`config.mk`:
```
export PLATFORM = sky130hd
export DESIGN_NAME = digipot_control_pins
export DESIGN_NICKNAME = d
export VERILOG_FILES = /design/src/core/digipot_pkg.sv /design/src/core/digipot_control_pins.sv /design/src/core/digipot_sync.sv
export SDC_FILE = /design/constraint.sdc
export NUM_CORES = 1
export LEC_CHECK = 0
export BUFFER_PORTS_ARGS = -buffer_cell sky130_fd_sc_hd__buf_2
export CAP_MARGIN = 20
export CELL_PAD_IN_SITES_DETAIL_PLACEMENT = 2
export CELL_PAD_IN_SITES_GLOBAL_PLACEMENT = 2
export CORE_MARGIN = 5
export CORE_UTILIZATION = 34
export DETAILED_ROUTE_END_ITERATION = 8
export HOLD_SLACK_MARGIN = 0.03
export MAX_ROUTING_LAYER = met4
export PLACE_DENSITY_LB_ADDON = 0.1
export SETUP_SLACK_MARGIN = 0.5
export SLEW_MARGIN = 20
export SYNTH_ARGS = -nofsm -noshare
export SYNTH_HDL_FRONTEND = slang
export SYNTH_SLANG_ARGS = --single-unit
```
`constraint.sdc`:
```
create_clock -name i_sys_clk -period 4.5 [get_ports i_sys_clk]
set_input_delay 0.9 -clock i_sys_clk [delete_from_list [all_inputs] [get_ports i_sys_clk]]
set_output_delay 0.9 -clock i_sys_clk [all_outputs]
set_load 0.01 [all_outputs]
```
`src/core/digipot_pkg.sv`:
```
package digipot_pkg;
	localparam int CLK_HZ = 40_000_000;
	localparam int FRAME_BITS = 16;
	localparam int CTRL_MSB = 15;
	localparam int CTRL_LSB = 12;
	localparam int ADDR_MSB = 11;
	localparam int ADDR_LSB = 8;
	localparam int DATA_MSB = 7;
	localparam int DATA_LSB = 0;
	localparam int STORE_TIME_US = 18_000;
	localparam int STORE_CYCLES = (STORE_TIME_US * (CLK_HZ / 1_000_000));
	localparam logic [7:0] WIPER_RST = 8'h80;
	localparam logic [7:0] INPUT_RST = 8'h00;
	localparam logic [3:0] CMD_NOP = 4'h0;
	localparam logic [3:0] CMD_WR_INPUT = 4'h2;
	localparam logic [3:0] CMD_WR_WIPER = 4'h1;
	localparam logic [3:0] CMD_STORE = 4'h7;
	localparam logic [3:0] CMD_GAIN_OFF = 4'hD;
	localparam logic [3:0] CMD_READ = 4'h3;
	localparam logic [4:0] CNT_ZERO = 5'h00;
	localparam logic [4:0] CNT_FULL = 5'h10;

	typedef struct packed
	{
		logic [3:0] ctrl;
		logic [3:0] addr;
		logic [7:0] data;
	} frame_s;

	typedef struct packed
	{
		logic [7:0] wiper;
		logic [7:0] nvm;
		logic gain_mode;
		logic busy;
	} status_s;
endpackage : digipot_pkg

```
`src/core/digipot_control_pins.sv`:
```
`timescale 1ns/10ps
`default_nettype none
module digipot_control_pins
(
	input wire logic i_sys_clk,
	input wire logic i_rst,
	input wire logic i_interface_select,
	input wire logic i_sclk,
	input wire logic i_sync_n,
	input wire logic i_sdi,
	input wire logic i_sdo_pin,
	input wire logic i_reset_n,
	input wire logic i_wp_n,
	input wire logic i_independent_gain_mode,
	input wire logic i_load_wiper_n,
	input wire logic [7:0] i_nvm_wiper,
	input wire logic [7:0] i_nvm_ab,
	input wire logic [7:0] i_nvm_wb,
	output logic o_sdo,
	output logic o_sdo_oe_n,
	output logic o_sda_oe_n,
	output logic [1:0] o_i2c_addr,
	output logic o_i2c_mode,
	output digipot_pkg::frame_s o_frame,
	output logic o_frame_valid,
	output digipot_pkg::status_s o_status,
	output logic [7:0] o_input_reg,
	output logic [7:0] o_ab_setting,
	output logic [7:0] o_wb_setting,
	output logic o_nvm_write
);
	import digipot_pkg::*;

	logic [6:0] pins_s;
	logic sclk_s;
	logic sync_n_s;
	logic sdi_s;
	logic sdo_pin_s;
	logic dis_s;
	logic reset_n_s;
	logic wp_n_s;
	logic ldw_n_s;

	// every pin but i_independent_gain_mode, i_nvm_wiper, i_nvm_ab and i_nvm_wb crosses two flops before any logic reads it
	digipot_sync #(.W(7)) u_sync_pins
	(
		.i_sys_clk(i_sys_clk),
		.i_rst(i_rst),
		.i_async({i_sclk, i_sync_n, i_sdi, i_sdo_pin, i_interface_select,
			i_wp_n, i_load_wiper_n}),
		.o_sync(pins_s)
	);
	assign {sclk_s, sync_n_s, sdi_s, sdo_pin_s, dis_s, wp_n_s, ldw_n_s} =
		pins_s;

	digipot_sync #(.W(1)) u_sync_rst
	(
		.i_sys_clk(i_sys_clk),
		.i_rst(i_rst),
		.i_async(i_reset_n),
		.o_sync(reset_n_s)
	);

	typedef enum logic [1:0]
	{
		ST_IDLE = 2'b00,
		ST_SHIFT = 2'b01,
		ST_STORE = 2'b11
	} link_e;

	link_e state_r, state_nxt;
	logic sclk_d_r, sclk_d_nxt;
	logic sync_d_r, sync_d_nxt;
	logic ldw_d_r, ldw_d_nxt;
	logic rst_d_r, rst_d_nxt;
	logic [15:0] shift_r, shift_nxt;
	logic [4:0] cnt_r, cnt_nxt;
	logic [15:0] rd_r, rd_nxt;
	logic [24:0] store_cnt_r, store_cnt_nxt;
	logic [7:0] wiper_r, wiper_nxt;
	logic [7:0] input_r, input_nxt;
	logic [7:0] nvm_r, nvm_nxt;
	logic [7:0] ab_r, ab_nxt;
	logic [7:0] wb_r, wb_nxt;
	logic gain_r, gain_nxt;
	logic boot_r, boot_nxt;
	logic sdo_r, sdo_nxt;
	logic sdo_oe_n_r, sdo_oe_n_nxt;
	logic [1:0] addr_r, addr_nxt;
	logic mode_r, mode_nxt;
	frame_s frame_r, frame_nxt;
	logic fvalid_r, fvalid_nxt;
	logic nvm_wr_r, nvm_wr_nxt;

	logic sclk_fall;
	logic sclk_rise;
	logic frame_end;
	logic ldw_fall;
	logic rst_fall;
	logic spi_mode;
	frame_s rx;

	always_comb
	begin
		sclk_fall = sclk_d_r & ~sclk_s;
		sclk_rise = ~sclk_d_r & sclk_s;
		frame_end = ~sync_d_r & sync_n_s;
		ldw_fall = ldw_d_r & ~ldw_n_s;
		rst_fall = rst_d_r & ~reset_n_s;
		spi_mode = ~dis_s;
		rx = frame_s'(shift_r);
	end

	always_comb
	begin
		state_nxt = state_r;
		sclk_d_nxt = sclk_s;
		sync_d_nxt = sync_n_s;
		ldw_d_nxt = ldw_n_s;
		rst_d_nxt = reset_n_s;
		shift_nxt = shift_r;
		cnt_nxt = cnt_r;
		rd_nxt = rd_r;
		store_cnt_nxt = store_cnt_r;
		wiper_nxt = wiper_r;
		input_nxt = input_r;
		nvm_nxt = nvm_r;
		ab_nxt = ab_r;
		wb_nxt = wb_r;
		gain_nxt = gain_r;
		boot_nxt = 1'b0;
		sdo_nxt = sdo_r;
		sdo_oe_n_nxt = 1'b1;
		addr_nxt = addr_r;
		mode_nxt = dis_s;
		frame_nxt = frame_r;
		fvalid_nxt = 1'b0;
		nvm_wr_nxt = 1'b0;
		if (boot_r)
		begin
			nvm_nxt = i_nvm_wiper;
			wiper_nxt = i_nvm_wiper;
			// power-up strap of the gain mode, caught after reset release
			gain_nxt = i_independent_gain_mode;
			ab_nxt = i_nvm_ab;
			wb_nxt = i_nvm_wb;
		end
		if (dis_s)
		begin
			addr_nxt = {sdo_pin_s, sync_n_s};
		end
		case (state_r)
			ST_IDLE:
			begin
				cnt_nxt = CNT_ZERO;
				if (spi_mode && !sync_n_s)
				begin
					state_nxt = ST_SHIFT;
					rd_nxt = {8'h00, wiper_r};
				end
				else if (!spi_mode && sclk_fall)
				begin
					shift_nxt = {shift_r[14:0], sdi_s};
				end
			end
			ST_SHIFT:
			begin
				// open drain: drive only when the bit is low
				sdo_oe_n_nxt = sdo_r;
				if (sclk_rise)
				begin
					sdo_nxt = rd_r[15];
					rd_nxt = {rd_r[14:0], 1'b1};
				end
				if (sclk_fall && cnt_r != CNT_FULL)
				begin
					shift_nxt = {shift_r[14:0], sdi_s};
					cnt_nxt = cnt_r + 5'h01;
				end
				if (frame_end || !spi_mode)
				begin
					state_nxt = ST_IDLE;
					sdo_nxt = 1'b1;
					if (cnt_r == CNT_FULL && spi_mode)
					begin
						frame_nxt = rx;
						fvalid_nxt = 1'b1;
						if (wp_n_s)
						begin
							case (rx.ctrl)
								CMD_WR_WIPER: wiper_nxt = rx.data;
								CMD_WR_INPUT: input_nxt = rx.data;
								CMD_STORE:
								begin
									state_nxt = ST_STORE;
									store_cnt_nxt = 25'(STORE_CYCLES - 1);
									nvm_wr_nxt = 1'b1;
								end
								CMD_GAIN_OFF: gain_nxt = gain_r;
								default: wiper_nxt = wiper_r;
							endcase
						end
					end
				end
			end
			ST_STORE:
			begin
				// commands are ignored until the store completes
				if (store_cnt_r == 25'h0000000)
				begin
					state_nxt = ST_IDLE;
					nvm_nxt = wiper_r;
				end
				else
				begin
					store_cnt_nxt = store_cnt_r - 25'h0000001;
				end
			end
			default: state_nxt = ST_IDLE;
		endcase
		if (ldw_fall && wp_n_s)
		begin
			wiper_nxt = input_r;
		end
		if (rst_fall)
		begin
			wiper_nxt = nvm_r;
		end
	end

	always_ff @(posedge i_sys_clk or posedge i_rst)
	begin
		if (i_rst)
		begin
			state_r <= ST_IDLE;
			// idle level of the serial clock is high, so no false edge
			sclk_d_r <= 1'b1;
			sync_d_r <= 1'b1;
			ldw_d_r <= 1'b1;
			rst_d_r <= 1'b1;
			shift_r <= 16'h0000;
			cnt_r <= CNT_ZERO;
			rd_r <= 16'hFFFF;
			store_cnt_r <= 25'h0000000;
			wiper_r <= WIPER_RST;
			input_r <= INPUT_RST;
			nvm_r <= WIPER_RST;
			ab_r <= 8'h00;
			wb_r <= 8'h00;
			gain_r <= 1'b0;
			boot_r <= 1'b1;
			sdo_r <= 1'b1;
			sdo_oe_n_r <= 1'b1;
			addr_r <= 2'b00;
			mode_r <= 1'b0;
			frame_r <= '0;
			fvalid_r <= 1'b0;
			nvm_wr_r <= 1'b0;
		end
		else
		begin
			state_r <= state_nxt;
			sclk_d_r <= sclk_d_nxt;
			sync_d_r <= sync_d_nxt;
			ldw_d_r <= ldw_d_nxt;
			rst_d_r <= rst_d_nxt;
			shift_r <= shift_nxt;
			cnt_r <= cnt_nxt;
			rd_r <= rd_nxt;
			store_cnt_r <= store_cnt_nxt;
			wiper_r <= wiper_nxt;
			input_r <= input_nxt;
			nvm_r <= nvm_nxt;
			ab_r <= ab_nxt;
			wb_r <= wb_nxt;
			gain_r <= gain_nxt;
			boot_r <= boot_nxt;
			sdo_r <= sdo_nxt;
			sdo_oe_n_r <= sdo_oe_n_nxt;
			addr_r <= addr_nxt;
			mode_r <= mode_nxt;
			frame_r <= frame_nxt;
			fvalid_r <= fvalid_nxt;
			nvm_wr_r <= nvm_wr_nxt;
		end
	end

	always_comb
	begin
		o_sdo = 1'b0;
		o_sdo_oe_n = sdo_oe_n_r;
		o_sda_oe_n = 1'b1;
		o_i2c_addr = addr_r;
		o_i2c_mode = mode_r;
		o_frame = frame_r;
		o_frame_valid = fvalid_r;
		o_status = '{wiper: wiper_r, nvm: nvm_r, gain_mode: gain_r,
			busy: (state_r == ST_STORE)};
		o_input_reg = input_r;
		o_ab_setting = ab_r;
		o_wb_setting = wb_r;
		o_nvm_write = nvm_wr_r;
	end
endmodule : digipot_control_pins
`default_nettype wire

```
`src/core/digipot_sync.sv`:
```
`timescale 1ns/10ps
`default_nettype none
module digipot_sync
#(
	parameter int W = 1
)
(
	input wire logic i_sys_clk,
	input wire logic i_rst,
	input wire logic [W-1:0] i_async,
	output logic [W-1:0] o_sync
);
	logic [W-1:0] meta_r;
	logic [W-1:0] meta_nxt;
	logic [W-1:0] sync_r;
	logic [W-1:0] sync_nxt;

	always_comb
	begin
		meta_nxt = i_async;
		sync_nxt = meta_r;
	end

	always_ff @(posedge i_sys_clk or posedge i_rst)
	begin
		if (i_rst)
		begin
			meta_r <= '1;
			sync_r <= '1;
		end
		else
		begin
			meta_r <= meta_nxt;
			sync_r <= sync_nxt;
		end
	end

	assign o_sync = sync_r;
endmodule : digipot_sync
`default_nettype wire

```
==> metrics, run 1 <==
outcome=finished clean; GPL Wtd Cong=0.754; Fin. Hold Viols=0; slew of the pin with the lowest slew margin=1100 ps; final worst-path cycle share=64.1%; CP Class=flip-flop to flip-flop; Max-Cap Viols=0; core area=19,500 µm²; design area=8060 µm²; PD cells=approximately 400 nW/µm²; Critical Path Sink Type=flip-flop; Synth Register Bits=approximately 150; # diodes=0; Starting Density=34.7%; Max VDD drop=0.234 mV; CTS resizes=0; mean post-synth cell area=~12 µm²; final core area utilization=41.3%; initial antenna violation count=0; hold crit path type=flip-flop to flip-flop; Final Max Tran Viols=0; Biggest register=store_cnt_r; RSZ-0062 raised after global routing=false; io pins=between 100 and 150; DR vias/cell=5.13; WHS Path Cells=0; Die H=151 µm; num rows=51; CP Max Fanout=35; clk sinks=149; worst r2r path cells=6; Post-synth EDFFs=0; vias in the first global route=5,509; synthesis warning total=0; DR iter-0 viols=191; Register Area=3780 µm²; I/O Buffers=98; Yosys cell types=59; largest net degree at the start of global routing=131; vias=4,842; total track usage=between 15 and 20%; most frequent cells in the layout=dfrtp_1, buf_2, mux2_2; # DRC=0; sequential share of the synthesized area=55.7%; H-tree depth=4; WL final=18,300 µm; Synth-to-Final Area Change=18.8%; first-pass GRT wire length=30,500 µm; fill cell count=2,055; most common cell after layout, fill and taps aside=dfrtp_1; die area=22,900 µm²; relative slew slack=about a quarter; post-cts hold buffer count=0; post-CTS setup buffers=0; CTS tree=done; # setup viols final=0; nature of the critical path startpoint=flip-flop; Achievable Freq=about 350 MHz; synthesized area=6780 µm²; WL/cell=19.4 µm; Synth Instances=577; root buffer cell=clkbuf_16; CP arrival=3190 ps; DP HPWL=12,600 µm; clk slew on worst S/H paths=approximately 70 ps; CTS Buffer Depth=2; share of cells above drive strength 1=38.1%; cell leakage power=0.00377 µW; drt first pass iters=4; area of the multi-input gates=2760 µm²; final net count=704; worst-skew pair later-pin latency=430 ps; final setup TNS=0 ps; asr flop ratio synth=100%; Most used DFF post-synth=dfrtp_1; die width=151 µm; GRT overflow=0; CTS Buf Count=17; clock skew=11.6 ps; min Tclk post-route=~2900 ps; Worst EP required=between 4000 and 5000 ps; placed cell area=7470 µm²; Largest register FFs=25; Post-DRT Antenna Nets=0
==> critical path, cell delays in order, from the launching register on <==
cell	delay (ps)
dfrtp_1	580
nand2b_1	370
or4_4	590
clkinv_2	430
nand2_1	140
nand4b_4	290
mux2_2	350
==> final cells by class <==
type	instances	area share, %
Clock buffer	17	5.28
Tap cell	265	4.11
Sequential cell	149	46.9
Inverter	12	0.637
Timing Repair Buffer	104	6.80
Clock inverter	15	1.99
Multi-Input combinational cell	381	34.3
==> synthesized netlist by cell type, drive strengths merged, types with 3 or more instances <==
cell	count	share of area [%]
dfrtp	108	40
mux2	67	11
nand2	47	2.6
nor2	47	2.6
dfstp	41	16
buf	25	2.3
a21oi	24	1.8
nand3	23	1.7
a31oi	20	1.8
mux2i	20	3.0
o21ai	13	0.96
clkbuf	11	0.61
and3	10	0.92
inv	10	0.55
nor3	9	0.66
a311o	8	1.2
nand2b	8	0.74
nor4	7	1.2
o31ai	7	0.77
xnor2	7	0.90
or3	6	0.55
or4	6	0.72
nand4b	5	1.2
a2111oi	4	1.1
ha	4	0.74
nor2b	4	0.37
xor2	4	0.52
a211oi	3	0.33
nand4	3	0.50
o211ai	3	0.33
==> final timing paths <==
kind	startpoint	to	slack (ps)
max	state_r[0]	wiper_r[3]	1620
min	u_sync_rst.meta_r	u_sync_rst.o_sync	360
max reg2reg	state_r[0]	wiper_r[3]	1620
min reg2reg	u_sync_rst.meta_r	u_sync_rst.o_sync	360
max in group asynchronous	i_rst	cnt_r[3]	2980
min in group asynchronous	i_rst	store_cnt_r[20]	500
==> per-layer routing <==
metal  up-vias  global-route usage [%]  part of all wire, %
li1       2251                       -                    -
met5         -                       -                    0
met3         9                    3.26                  2.7
met4         0                    4.44                 0.84
met1      2507                    23.4                   47
met2        75                    27.5                   49
==> where the power goes <==
| part | switching (µW) | total (µW) | internal (µW) | leakage (µW) |
|---|---|---|---|---|
| combinational | 149 | 293 | 144 | 0.00164 |
| sequential | 118 | 1590 | 1470 | 0.00184 |
| clock | 638 | 1420 | 787 | 0.000287 |
| total | 904 | 3310 | 2400 | 0.00377 |
==> kinds of logic after synthesis <==
kind of cell    count (synthesis)  share of synthesized area (%)
fa+ha+maj                       4                          0.738
mux                            87                           14.1
compound gates                 88                           8.95
other cells                     2                          0.111
buf+inv                        48                           3.61
flops                         149                           55.7
simple gates                  188                           15.4
xor+xnor                       11                           1.42
==> stage by stage <==
step                      setup WS, ps  hold slack (ps)  power [µW]  std cells
after floorplan                   1760              345        1770        578
after global placement            1760              346        1890        911
after detailed placement          1610              347        1910        911
after CTS                         1580              357        3360        943
after global routing              1350              360        3480        943
final                             1620              356        3310        943
Power figures use the tool's default switching activity.
==> run 2, diff against run 1 <==
==> constraint.sdc (replaced) <==
create_clock -name i_sys_clk -period 2.45 [get_ports i_sys_clk]
set_input_delay 0.49 -clock i_sys_clk [delete_from_list [all_inputs] [get_ports i_sys_clk]]
set_output_delay 0.49 -clock i_sys_clk [all_outputs]
set_load 0.01 [all_outputs]
==> run 2 against run 1 <==
Compared with the run above:
- non-clock buffer count is 66 higher
- critical endpoint is now wiper_r[1]
- worst setup slack got worse by 1500 ps
- clock power rose by 96%
- die area unchanged
- via count up 7.1%
- final cell count grew 7.0%
==> metrics, run 2 (synthesized netlist as in run 1, its figures left out) <==
outcome=finished clean; H-tree depth=4 (unchanged); relative slew slack=65.4% (+39 points); DR vias/cell=5.14 (about the same); total track usage=19.2% (+1.7 points); WL/cell=20.7 µm (+6.5%); CTS Buf Count=17 (unchanged); design area=8960 µm² (+11%); GRT overflow=0 (unchanged); vias=5,185 (+7.1%); drt first pass iters=4 (unchanged); Total Power=6340 µW (+92%); Achievable Freq=432 MHz (+25%); hold crit path type=input port to asynchronous set/reset pin; # diodes=0 (unchanged); # DRC=0 (unchanged); cell leakage power=0.00424 µW (+12%); Post-Place Worst Slack=186 ps (-1420 ps); Fin. Hold Viols=0 (unchanged); placed cell area=7690 µm² (+2.9%); most common cell after layout, fill and taps aside=dfrtp_1; final net count=770 (+9.4%); vias in the first global route=5,813 (+5.5%); DR iter-0 viols=160 (-16%); worst-skew pair later-pin latency=430 ps (about the same); core area=19,500 µm² (unchanged); num rows=51 (unchanged); # setup viols final=0 (unchanged); clk slew on worst S/H paths=70 ps (about the same); min Tclk post-route=2310 ps (-570 ps); Post-DRT Antenna Nets=0 (unchanged); most frequent cells in the layout=dfrtp_1, buf_2, buf_4; slew of the pin with the lowest slew margin=518 ps (-585 ps); DP HPWL=13,700 µm (+8.9%); Largest register FFs=25 (unchanged); I/O Buffers=98 (unchanged); die width=151 µm (unchanged); Synth-to-Final Area Change=32.1%; CTS tree=done; initial antenna violation count=0 (unchanged); first-pass GRT wire length=33,000 µm (+8.1%); CP Class=flip-flop to flip-flop; Biggest register=store_cnt_r; final worst slack=136 ps (-1480 ps); CP Max Fanout=5 (-86%); GPL Wtd Cong=0.782 (+3.7%); root buffer cell=clkbuf_16; Die H=151 µm (unchanged); Max-Cap Viols=0 (unchanged); WL final=20,900 µm (+14%); Critical Path Sink Type=flip-flop; final setup TNS=0 ps (unchanged); die area=22,900 µm² (unchanged); final worst-path cycle share=94.5% (+30 points); clk sinks=149 (unchanged); CP arrival=2620 ps (-570 ps); Max VDD drop=0.491 mV (+110%); CTS Buffer Depth=2 (unchanged); Worst EP required=2750 ps (-2050 ps); io pins=101 (unchanged); PD cells=707 nW/µm² (+72%); RSZ-0062 raised after global routing=true; clock skew=13.7 ps (+2.06 ps); largest net degree at the start of global routing=50 (-62%); final core area utilization=45.9% (+4.6 points); Starting Density=34.7% (unchanged); share of cells above drive strength 1=46.4% (+8.3 points); Final Max Tran Viols=0 (unchanged); nature of the critical path startpoint=flip-flop
-- run 2: changes by cell type in the layout (fill, tap and decap cells not counted), moves of 4 or more --
cell and change:
buf_6 +15, buf_4 +43, mux2_4 +25, mux2_2 -24
dfrtp_2 +4, dfrtp_1 -4, buf_12 +5
-- run 2: critical path, stage by stage (launching register included) --
cell and delay (ps):
dfrtp_1 390, inv_2 80, ha_4 130, nand4bb_1 140, or4_4 600, clkinv_8 90, buf_12 120, buf_6 90
a311o_1 180, a31oi_1 110, mux2_4 280
-- run 2: per-stage QoR --
step,std cells,hold slack (ps)
after floorplan,578,345
after global placement,932,346
after detailed placement,932,347
after CTS,999,35.5
after global routing,1009,46.8
final,1009,46.2
-- run 2: layout make-up --
| class | count | area (µm²) |
|---|---|---|
| sequential | 149 | 3780 |
| multi-input combinational | 381 | 2960 |
| clock buffer | 18 | 429 |
| fill | 2027 | 10600 |
| timing repair buffer | 170 | 1210 |
| tap | 265 | 332 |
| inverter | 12 | 66.3 |
| clock inverter | 14 | 186 |
-- run 2: path summary, 6_finish.rpt --
kind	end	slack, ps	depth (start not counted)	startpoint
hold reg to reg	u_sync_pins.o_sync[0]	360	0	u_sync_pins.meta_r[0]
min in group i_sys_clk	u_sync_rst.meta_r	160	1	i_reset_n
setup reg to reg	wiper_r[1]	140	10	cnt_r[0]
setup / recovery	wiper_r[1]	140	10	cnt_r[0]
max in group asynchronous	u_sync_rst.meta_r	1730	3	i_rst
hold / removal	o_frame[9]	50	2	i_rst
-- run 2: power by group --
part	internal (µW)	switching, µW	total, µW
registers	2700	221	2930
clock network	1630	1150	2780
logic	323	309	632
total	4660	1680	6340
-- run 2: repair_timing --
action                     CTS  global route
gates resized for setup     44            25
setup buffers               33            10
hold buffers                 0             0
pin swaps                   13            10
hold endpoints to repair     0             0
gates cloned                 2             0
setup endpoints to repair   82            87
-- run 2: metal layers --
metal  wire length [µm]  vias up  GRT usage (%)
li1                   -     2367              -
met1               9160     2731           24.1
met2              11000       71           32.1
met3                502       16           3.59
met4                227        0           4.99
met5                  0        -              -
